==> src/por_pkg.sv <==
// shared constants for the port override and security register bank
package por_pkg;
   // ==================================================
   // register offsets (byte addresses on the plain port)
   localparam logic [7:0] POR_OFS_MGMT_FORCE = 8'h70;
   localparam logic [7:0] POR_OFS_AUTH_MODE = 8'h77;
   localparam logic [7:0] POR_OFS_AUTH_MASK = 8'h78;
   localparam logic [7:0] POR_OFS_SERDES_DEFAULT_VALUES = 8'h80;
   localparam logic [7:0] POR_OFS_EARLY_SEL = 8'h84;

   // ==================================================
   // widths
   localparam int POR_NUM_PORTS = 17;
   localparam int POR_NUM_SD_PORTS = 16;
   localparam int POR_SD_WIDTH = 17;

   // ==================================================
   // in-band management port override field positions
   localparam int POR_OVR_EN_BIT = 7;
   localparam int POR_OVR_UNTAG_BIT = 6;
   localparam int POR_OVR_TXFC_BIT = 5;
   localparam int POR_OVR_RXFC_BIT = 4;
   localparam int POR_OVR_SPD_HI = 3;
   localparam int POR_OVR_SPD_LO = 2;
   localparam int POR_OVR_DPX_BIT = 1;
   localparam int POR_OVR_LINK_BIT = 0;

   // ==================================================
   // serdes default word field positions
   localparam int POR_SD_PAUSE_HI = 16;
   localparam int POR_SD_PAUSE_LO = 15;
   localparam int POR_SD_ADV_HDX_BIT = 14;
   localparam int POR_SD_ADV_FDX_BIT = 13;
   localparam int POR_SD_TBI_BIT = 12;
   localparam int POR_SD_OPTICAL_BIT = 11;
   localparam int POR_SD_REFCLK_OFF_BIT = 10;
   localparam int POR_SD_ELAST_HI = 9;
   localparam int POR_SD_ELAST_LO = 8;
   localparam int POR_SD_FREQLOCK_BIT = 7;
   localparam int POR_SD_AUTODET_BIT = 6;
   localparam int POR_SD_PARDET_BIT = 5;
   localparam int POR_SD_EXTCRS_BIT = 4;
   localparam int POR_SD_EXTCRS_INV_BIT = 3;
   localparam int POR_SD_SIGDET_EN_BIT = 2;
   localparam int POR_SD_SIGDET_INV_BIT = 1;
   localparam int POR_SD_TXCRS_DIS_BIT = 0;

   // ==================================================
   // values after reset
   localparam logic [7:0] POR_RST_MGMT_FORCE = 8'h0B;
   localparam logic [0:0] POR_RST_AUTH_MODE = 1'h0;
   localparam logic [16:0] POR_RST_AUTH_MASK = 17'h00000;
   localparam logic [16:0] POR_RST_SERDES_DEFAULT_VALUES = 17'h06460;
   localparam logic [15:0] POR_RST_EARLY_SEL = 16'h0000;

   // ==================================================
   // forced speed encoding
   typedef enum logic [1:0]
   {
      POR_SPD_10 = 2'h0,
      POR_SPD_100 = 2'h1,
      POR_SPD_1000 = 2'h2
   } por_speed_t;
endpackage

==> src/por_auth_filter.sv <==
// per-frame port security drop decision
`timescale 1ns/1ps
`default_nettype none
module por_auth_filter
(
   input wire logic clk_i,
   input wire logic rst_n_i,
   input wire logic [por_pkg::POR_NUM_PORTS-1:0] mask_i,
   input wire logic mode_i,
   input wire logic frame_valid_i,
   input wire logic [4:0] frame_port_i,
   input wire logic sa_miss_i,
   input wire logic auth_frame_i,
   output logic drop_valid_o,
   output logic drop_o
);
   import por_pkg::*;

   logic port_secured;
   logic drop_d;

   // ==================================================
   // decision
   // ports beyond the mask width are never filtered
   assign port_secured = (frame_port_i < 5'(POR_NUM_PORTS)) && mask_i[frame_port_i];
   // strict mode drops all but authentication frames on secured ports
   assign drop_d = port_secured && !auth_frame_i && (mode_i || sa_miss_i);

   // registered verdict, one cycle after the frame is offered
   always_ff @(posedge clk_i)
   begin
      if (!rst_n_i)
      begin
         drop_valid_o <= 1'b0;
         drop_o <= 1'b0;
      end
      else
      begin
         drop_valid_o <= frame_valid_i;
         drop_o <= frame_valid_i && drop_d;
      end
   end
endmodule
`default_nettype wire

==> src/por_regs.sv <==
// port override, port security and serdes default register bank
`timescale 1ns/1ps
`default_nettype none
module por_regs
(
   input wire logic CLK_I,
   input wire logic RST_N_I,
   // register port
   input wire logic [7:0] ADDR_I,
   input wire logic [31:0] WDATA_I,
   input wire logic WR_I,
   input wire logic RD_I,
   output logic [31:0] RDATA_O,
   // phy scan status of the management port
   input wire logic MGMT_MODE_I,
   input wire logic SCAN_LINK_I,
   input wire logic SCAN_DUPLEX_I,
   input wire logic [1:0] SCAN_SPEED_I,
   input wire logic SCAN_TXFC_I,
   input wire logic SCAN_RXFC_I,
   // effective management port state
   output logic LINK_O,
   output logic DUPLEX_O,
   output logic SPEED_10_O,
   output logic SPEED_100_O,
   output logic SPEED_1000_O,
   output logic TXFC_O,
   output logic RXFC_O,
   output logic UNTAGGED_PAUSE_DETECT_SEL_O,
   // security filter frame interface
   input wire logic FRAME_VALID_I,
   input wire logic [4:0] FRAME_PORT_I,
   input wire logic SA_MISS_I,
   input wire logic AUTH_FRAME_I,
   output logic DROP_VALID_O,
   output logic DROP_O,
   // serdes defaults
   output logic [por_pkg::POR_SD_WIDTH-1:0] SERDES_DEFAULT_WORD_O,
   output logic [1:0] SD_PAUSE_ADV_O,
   output logic [1:0] SD_ELASTICITY_O,
   output logic REFCLK_OUT_OFF_DEFAULT_O,
   output logic SIGNAL_DETECT_ON_DEFAULT_O,
   output logic SIGNAL_DETECT_INVERT_DEFAULT_O,
   // carrier sense and collision selection
   input wire logic [por_pkg::POR_NUM_SD_PORTS-1:0] REG_CRS_I,
   input wire logic [por_pkg::POR_NUM_SD_PORTS-1:0] EARLY_CRS_I,
   input wire logic [por_pkg::POR_NUM_SD_PORTS-1:0] REG_COL_I,
   input wire logic [por_pkg::POR_NUM_SD_PORTS-1:0] EARLY_COL_I,
   output logic [por_pkg::POR_NUM_SD_PORTS-1:0] EARLY_CARRIER_SELECT_O,
   output logic [por_pkg::POR_NUM_SD_PORTS-1:0] CRS_O,
   output logic [por_pkg::POR_NUM_SD_PORTS-1:0] COL_O
);
   import por_pkg::*;

   logic [7:0] force_q;
   logic [0:0] mode_q;
   logic [POR_NUM_PORTS-1:0] mask_q;
   logic [POR_SD_WIDTH-1:0] sd_q;
   logic [POR_NUM_SD_PORTS-1:0] early_q;
   logic [31:0] rdata_d;
   logic [1:0] speed_d;

   // one-hot decode of a speed code; unused code 3 gives no speed
   function automatic logic [2:0] spd_onehot(input logic [1:0] code);
      logic [2:0] oh;
      oh = 3'h0;
      case (code)
         POR_SPD_10: oh = 3'h1;
         POR_SPD_100: oh = 3'h2;
         POR_SPD_1000: oh = 3'h4;
         default: oh = 3'h0;
      endcase
      return oh;
   endfunction

   // ==================================================
   // register writes
   // management port override; software has to force link since no negotiation runs
   always_ff @(posedge CLK_I)
   begin
      if (!RST_N_I)
         force_q <= POR_RST_MGMT_FORCE;
      else if (WR_I && ADDR_I == POR_OFS_MGMT_FORCE)
         force_q <= WDATA_I[7:0];
   end

   // security filter mode, only bit 0 is storage
   always_ff @(posedge CLK_I)
   begin
      if (!RST_N_I)
         mode_q <= POR_RST_AUTH_MODE;
      else if (WR_I && ADDR_I == POR_OFS_AUTH_MODE)
         mode_q <= WDATA_I[0:0];
   end

   // per-port security enable mask
   always_ff @(posedge CLK_I)
   begin
      if (!RST_N_I)
         mask_q <= POR_RST_AUTH_MASK;
      else if (WR_I && ADDR_I == POR_OFS_AUTH_MASK)
         mask_q <= WDATA_I[POR_NUM_PORTS-1:0];
   end

   // serdes default word
   always_ff @(posedge CLK_I)
   begin
      if (!RST_N_I)
         sd_q <= POR_RST_SERDES_DEFAULT_VALUES;
      else if (WR_I && ADDR_I == POR_OFS_SERDES_DEFAULT_VALUES)
         sd_q <= WDATA_I[POR_SD_WIDTH-1:0];
   end

   // early carrier select, one bit per serdes port
   always_ff @(posedge CLK_I)
   begin
      if (!RST_N_I)
         early_q <= POR_RST_EARLY_SEL;
      else if (WR_I && ADDR_I == POR_OFS_EARLY_SEL)
         early_q <= WDATA_I[POR_NUM_SD_PORTS-1:0];
   end

   // ==================================================
   // register reads
   // unmapped addresses and reserved bits read zero
   always_comb
   begin
      rdata_d = 32'h0;
      case (ADDR_I)
         POR_OFS_MGMT_FORCE: rdata_d[7:0] = force_q;
         POR_OFS_AUTH_MODE: rdata_d[0:0] = mode_q;
         POR_OFS_AUTH_MASK: rdata_d[POR_NUM_PORTS-1:0] = mask_q;
         POR_OFS_SERDES_DEFAULT_VALUES: rdata_d[POR_SD_WIDTH-1:0] = sd_q;
         POR_OFS_EARLY_SEL: rdata_d[POR_NUM_SD_PORTS-1:0] = early_q;
         default: rdata_d = 32'h0;
      endcase
   end

   // read data stands only in the cycle after the strobe
   always_ff @(posedge CLK_I)
   begin
      if (!RST_N_I)
         RDATA_O <= 32'h0;
      else if (RD_I)
         RDATA_O <= rdata_d;
      else
         RDATA_O <= 32'h0;
   end

   // ==================================================
   // management port state
   // override replaces scanned status only while the enable bit is set
   assign speed_d = force_q[POR_OVR_EN_BIT] ? force_q[POR_OVR_SPD_HI:POR_OVR_SPD_LO]
                                            : SCAN_SPEED_I;

   always_ff @(posedge CLK_I)
   begin
      if (!RST_N_I)
      begin
         LINK_O <= 1'b0;
         DUPLEX_O <= 1'b0;
         TXFC_O <= 1'b0;
         RXFC_O <= 1'b0;
      end
      else if (force_q[POR_OVR_EN_BIT])
      begin
         LINK_O <= force_q[POR_OVR_LINK_BIT];
         DUPLEX_O <= force_q[POR_OVR_DPX_BIT];
         TXFC_O <= force_q[POR_OVR_TXFC_BIT];
         RXFC_O <= force_q[POR_OVR_RXFC_BIT];
      end
      else
      begin
         LINK_O <= SCAN_LINK_I;
         DUPLEX_O <= SCAN_DUPLEX_I;
         TXFC_O <= SCAN_TXFC_I;
         RXFC_O <= SCAN_RXFC_I;
      end
   end

   // speed decode, kept one-hot for codes 0 to 2 so the mac sees a single rate
   always_ff @(posedge CLK_I)
   begin
      if (!RST_N_I)
         {SPEED_1000_O, SPEED_100_O, SPEED_10_O} <= 3'h0;
      else
         {SPEED_1000_O, SPEED_100_O, SPEED_10_O} <= spd_onehot(speed_d);
   end

   // outside management use no vendor tag exists, so standard pause detection applies
   always_ff @(posedge CLK_I)
   begin
      if (!RST_N_I)
         UNTAGGED_PAUSE_DETECT_SEL_O <= 1'b1;
      else
         UNTAGGED_PAUSE_DETECT_SEL_O <= !MGMT_MODE_I || force_q[POR_OVR_UNTAG_BIT];
   end

   // ==================================================
   // serdes default fields
   assign SERDES_DEFAULT_WORD_O = sd_q;
   assign SD_PAUSE_ADV_O = sd_q[POR_SD_PAUSE_HI:POR_SD_PAUSE_LO];
   assign SD_ELASTICITY_O = sd_q[POR_SD_ELAST_HI:POR_SD_ELAST_LO];
   assign REFCLK_OUT_OFF_DEFAULT_O = sd_q[POR_SD_REFCLK_OFF_BIT];
   assign SIGNAL_DETECT_ON_DEFAULT_O = sd_q[POR_SD_SIGDET_EN_BIT];
   assign SIGNAL_DETECT_INVERT_DEFAULT_O = sd_q[POR_SD_SIGDET_INV_BIT];
   assign EARLY_CARRIER_SELECT_O = early_q;

   // ==================================================
   // per-port carrier and collision selection
   // registered so a select change never glitches the mac inputs
   for (genvar p = 0; p < POR_NUM_SD_PORTS; p++)
   begin : g_crs
      always_ff @(posedge CLK_I)
      begin
         if (!RST_N_I)
         begin
            CRS_O[p] <= 1'b0;
            COL_O[p] <= 1'b0;
         end
         else
         begin
            CRS_O[p] <= early_q[p] ? EARLY_CRS_I[p] : REG_CRS_I[p];
            COL_O[p] <= early_q[p] ? EARLY_COL_I[p] : REG_COL_I[p];
         end
      end
   end

   // ==================================================
   // security filter
   por_auth_filter u_filter
   (
      .clk_i(CLK_I),
      .rst_n_i(RST_N_I),
      .mask_i(mask_q),
      .mode_i(mode_q[0]),
      .frame_valid_i(FRAME_VALID_I),
      .frame_port_i(FRAME_PORT_I),
      .sa_miss_i(SA_MISS_I),
      .auth_frame_i(AUTH_FRAME_I),
      .drop_valid_o(DROP_VALID_O),
      .drop_o(DROP_O)
   );
endmodule
`default_nettype wire

==> config.mk <==
export PLATFORM = sky130hd
export DESIGN_NAME = por_regs
export DESIGN_NICKNAME = d
export VERILOG_FILES = /design/src/por_pkg.sv /design/src/por_auth_filter.sv /design/src/por_regs.sv
export SDC_FILE = /design/constraint.sdc
export NUM_CORES = 1
export LEC_CHECK = 0
export ABC_AREA = 1
export BUFFER_PORTS_ARGS = -buffer_cell sky130_fd_sc_hd__buf_2
export CORE_MARGIN = 3
export CORE_UTILIZATION = 50
export DETAILED_ROUTE_END_ITERATION = 6
export PLACE_DENSITY = 0.89
export SYNTH_ARGS = -nofsm -noshare
export SYNTH_HDL_FRONTEND = slang
export SYNTH_SLANG_ARGS = --single-unit
==> constraint.sdc <==
create_clock -name CLK_I -period 2 [get_ports CLK_I]
set_clock_uncertainty 0.1 [all_clocks]
set_input_delay 0.1 -clock CLK_I [delete_from_list [all_inputs] [get_ports CLK_I]]
set_output_delay 0.1 -clock CLK_I [all_outputs]
set_load 0.05 [all_outputs]
[After elaboration in Yosys (flattened, before gate mapping)]
Index checks and enable logic that the tools add are counted.
Word-level totals
  input port bits: 123
  logic and storage cells: 117
  flip-flop bits (word level): 133
Cells by class
  mux-type cells: 44
  $lt $le $gt $ge: 2
  equality and inequality tests: 7
  reduce and logical (&&, ||, !) cells: 15
Operators by type and width (number)
  $mux 1: 37
  $pmux 7 s4: 1
  $eq 8x7->1 const B: 3
  $pmux 8 s3: 1
  $eq 8x8->1 const B: 2
  $logic_and 1x1->1: 9
  $pmux 3 s3: 1
  $lt 5x6->1 const B: 1
  $bmux 1 s5: 1
  $lt 5x5->1 const B: 1
  $pmux 1 s5: 1
  $eq 2x1->1 const B: 1
  $eq 2x2->1 const B: 1
  $logic_not 1->1: 2
  $logic_not 2->1: 1
  $logic_or 1x1->1: 2
  $mux 2: 1
  $pmux 1 s2: 1
  $reduce_and 2->1: 1

[Longest topological paths before layout]
  depth in word-level cells: 6
  gate-level depth with buffers: 11
  depth with buffers taken out: 10

[Hierarchy]
A second synthesis with hierarchy kept.
Unflattened totals
  cell total of the unflattened synthesis: 702
  area total of the unflattened synthesis: 5058.6 um^2
By module, submodules not included
  por_regs: cells each 641, area an instance 4739.5 um^2, instances 1, seq. area each 2322.2 um^2
  por_auth_filter: cells each 61, area an instance 319.1 um^2, instances 1, seq. area each 40.0 um^2

[Worst setup path before layout]
No wires, ideal clock.
  path type: input to register
  start point: input ADDR_I[6]
  end point: register sd_q[10], in the netlist SERDES_DEFAULT_WORD_O[10]
  setup time: 134 ps
  setup slack: 745 ps
  data required time: 1766 ps
  path buffers: 1
  stages: 9
  arrival: 1021 ps
  cells stage by stage: inv_1 > nand2_1 > nor3_4 > nand2_4 > nor2_4 > inv_4 > buf_6 > nand2_1 > nand3_1
Between the ends
  cells in the longest elaborated chain, start to end: 2
RTL lines
  start, declared: line por_regs.sv:9  | input wire logic [7:0] ADDR_I,
  $eq 8x8->1: line por_regs.sv:110  | else if (WR_I && ADDR_I == POR_OFS_SERDES_DEFAULT_VALUES)
  $logic_and 1x1->1: line por_regs.sv:110
  end signal, assigned: line por_regs.sv:111  | sd_q <= WDATA_I[POR_SD_WIDTH-1:0];
  end, declared: line por_regs.sv:58  | logic [POR_SD_WIDTH-1:0] sd_q;
No other way between the ends.
A chain may end at the register's enable or synchronous reset.

[Worst setup path in the final report]
  start point: input ADDR_I[7]
  end point: register RDATA_O[8]
Between the ends
  cells in the longest elaborated chain, start to end: 2
RTL lines
  $eq 8x8->1 / $eq 8x7->1 (equally long branches): line por_regs.sv:129  | case (ADDR_I)
  $pmux 8 s3 *: line por_regs.sv:129
  end signal, assigned: line por_regs.sv:145  | RDATA_O <= rdata_d;
  end, declared: line por_regs.sv:13  | output logic [31:0] RDATA_O,
Every way passes the cells marked *; elsewhere a longest branch is shown, timed or not.

==> results.py <==
metrics = {
    "layout": {
        "nets": 1115,
        "fin_util": 0.810,
        "antenna_cells": 0,
        "finalNonFillerCells": 1133,
        "fillers": 547,
        "layout-drive-gt1-share": 0.267,
        "stdcell_area_mm2": 0.00762,
        "area_delta_synth_final_pct": 54.7,
    },
    "yosys": {
        "synth_top_family_by_area": "simple AND/OR/NAND/NOR gates",
        "synth_largest_area_cell": "dfxtp_1",
        "muxShareOfSynthArea": 0,
        "ys_ff_latch": 118,
        "netlist_area_mm2": 0.00493,
        "synth-compound-area-share": 0.112,
        "ys_types": 25,
        "synthXorXnorAreaFrac": 0,
        "yosys_warnings": 0,
        "synth-simple-area-share": 0.294,
        "synthAdderAreaFrac": 0,
        "synth_top_cell_area_share": 0.479,
        "yosys-top-cells-area": "dfxtp_1 48%, nand2_1 10%, nor2_1 9.0%",
        "synth.avg_cell_area_um2": 7.20,
        "post_synth_inst_count": 685,
        "yosysSeqAreaShare": 0.479,
    },
    "floorplanning": {
        "io-pin-count": 237,
        "rows": 35,
        "dieArea_mm2": 0.0111,
        "initial_utilization": 0.524,
        "core_area_mm2": 0.00942,
        "die_w_um": 105,
        "chipHeight_um": 105,
    },
    "detailed_routing": {
        "vias": 6094,
        "drt_wl_total_um": 19400,
        "drt-initial-drc-count": 704,
        "wl_per_cell_um": 17.1,
        "first_pass_iters": 6,
        "ant_nets": 0,
        "drc_errors": 0,
        "via_per_inst": 5.38,
    },
    "worst_setup_path": {
        "crit_path_end_kind": "flip-flop",
        "worst-setup-path-type": "input port to flip-flop",
        "crit_path_max_fanout": 11,
        "worstSetupStartpointType": "input port",
        "worst-r2r-setup-slack_ns": 0.26,
        "cp.required_ns": 2.35,
        "worstPathArrival_ns": 2.19,
    },
    "clock_tree": {
        "numCtsBuffers": 17,
        "root_buffer": "clkbuf_8",
        "htree_levels": 4,
        "clk_latency_ns": 0.51,
        "cts_tree": "built",
        "clk_pin_slew_ns": 0.06,
        "clock_path_buffers": 2,
        "numClockSinks": 118,
    },
    "placed_design": {
        "place.gp.congestion": 0.864,
        "numPortBuffers": 206,
        "hpwl_um": 10100,
        "dp_cells": 994,
        "placed_area_mm2": 0.00595,
    },
    "timing": {
        "tns_ns": 0,
        "final_hold_viol_count": 0,
        "drv_slew": 0,
        "fmax_mhz": 544,
        "rsz0062_at_grt": "no",
        "finalSetupViolCount": 0,
        "fin_crit_ns": 1.84,
        "period_share": 0.920,
    },
    "global_route": {
        "grt_pass1_wl_um": 30400,
        "grt_overflow": 0,
        "grt_util_all_layers": 0.342,
        "antenna_found_initial": 0,
        "grt_start_max_net_pins": 38,
        "grt_pass1_vias": 6248,
    },
    "flow_run": {
        "cap_violations": 0,
    },
    "worst_hold_path": {
        "hp-class": "input port to flip-flop",
    },
    "power": {
        "p_leak_nw": 3.74,
        "p_per_area_mw_per_mm2": 813,
        "ir_drop_v": 0.000538,
    },
    "status": {
        "outcome": "finished clean",
    },
}
kinds of logic (layout without fill, tap and decap cells):
kind of cell	after synthesis	in the layout
and+or+nand+nor	341	341
DFF	118	118
buffers and inverters	115	420
AOI/OAI and AO/OA	110	110
other	1	15
metrics by stage:
| step | total power [mW] | setup WS, ns | hold slack, ns |
|---|---|---|---|
| after CTS | 6.13 | 0.0414 | 0.00660 |
| after global placement | 2.99 | 0.309 | 0.202 |
| after floorplan | 2.82 | 0.745 | 0.0841 |
| final | 6.20 | 0.161 | 0.0353 |
| after global routing | 6.34 | 0.0696 | 0.0350 |
| after detailed placement | 3.00 | 0.246 | 0.205 |
what timing repair did:
item,in CTS,in global routing
endpoints found under the setup margin,0,2
gates resized for setup,0,3
endpoints found under the hold margin,112,0
hold buffers,110,0
buffers inserted,0,0
metal layers:
layer,up-vias,wire length [µm],GRT usage
li1,2752,-,-
met1,2711,6610,0.359
met2,505,9500,0.597
met3,126,2240,0.101
met4,0,1030,0.211
met5,-,0,0
critical path, stage by stage:
cell	delay (ns)
buf_2	0.10
dlygate4sd3_1	0.56
nor2_1	0.13
nand3_2	0.11
inv_2	0.09
nand2_1	0.08
buf_4	0.19
nand3_1	0.10
dlygate4sd3_1	0.56
nand2_1	0.05
nor2_1	0.11
sequential cells by signal, summed over array words and instances (netlist names), 8 cells and up:
signal,count
CRS_O,16
force_q,8
COL_O,16
EARLY_CARRIER_SELECT_O,16
RDATA_O,17
SERDES_DEFAULT_WORD_O,17
mask_q,17
final timing paths:
path | start | endpoint | cells after the start
max | ADDR_I[7] | RDATA_O[8] | 11
min | RST_N_I | SERDES_DEFAULT_WORD_O[13] | 3
max reg2reg | mask_q[14] | u_filter.drop_o | 9
min reg2reg | mask_q[8] | mask_q[8] | 2
where the power goes:
| group | internal [mW] | total, mW | switching [mW] |
|---|---|---|---|
| Clock | 1.95 | 3.06 | 1.11 |
| Combinational | 0.272 | 0.727 | 0.455 |
| Sequential | 2.40 | 2.41 | 0.0128 |
| Total | 4.62 | 6.20 | 1.57 |
synth_stat cells:
library cell / number
buf_6: 3
nand2_2: 5
o21ai_0: 66
nor2_4: 2
nand3_2: 1
nand3_1: 67
inv_1: 57
clkinv_1: 2
nand3b_1: 1
conb_1: 1
nor2_2: 2
o211ai_1: 1
dfxtp_1: 118
inv_2: 5
inv_4: 1
nand2_1: 136
nor3_1: 5
a21oi_1: 43
nand2_4: 1
buf_4: 27
nand4_1: 1
buf_2: 4
nor2_1: 118
clkbuf_1: 16
nor3_4: 2
layout by cell type, fill, tap and decap left out, types with 2 or more instances in the layout:
master,netlist,layout
dlygate4sd3_1,0,108
nand2_1,136,136
clkinv_2,0,3
clkbuf_16,0,16
o21ai_0,66,65
buf_4,27,9
clkinv_1,2,2
nand2_2,5,5
bufinv_16,0,3
inv_1,57,57
clkinv_4,0,3
nor3_4,2,2
inv_2,5,5
buf_2,4,206
nor3_1,5,5
nor2_4,2,2
clkbuf_8,0,3
dfxtp_2,0,2
a21oi_1,43,43
conb_1,1,15
dfxtp_1,118,116
clkinvlp_4,0,3
nor2_1,118,118
nor2_2,2,2
nand3_1,67,67
cell type report:
class	count	area (µm²)	share of cell area
Clock inverter	12	154	0.0202
Tap cell	129	161	0.0212
Timing Repair Buffer	324	2200	0.288
Multi-Input combinational cell	466	2060	0.270
Sequential cell	118	2360	0.310
Inverter	65	246	0.0323
Clock buffer	19	442	0.0579
Power figures use the tool's default switching activity.
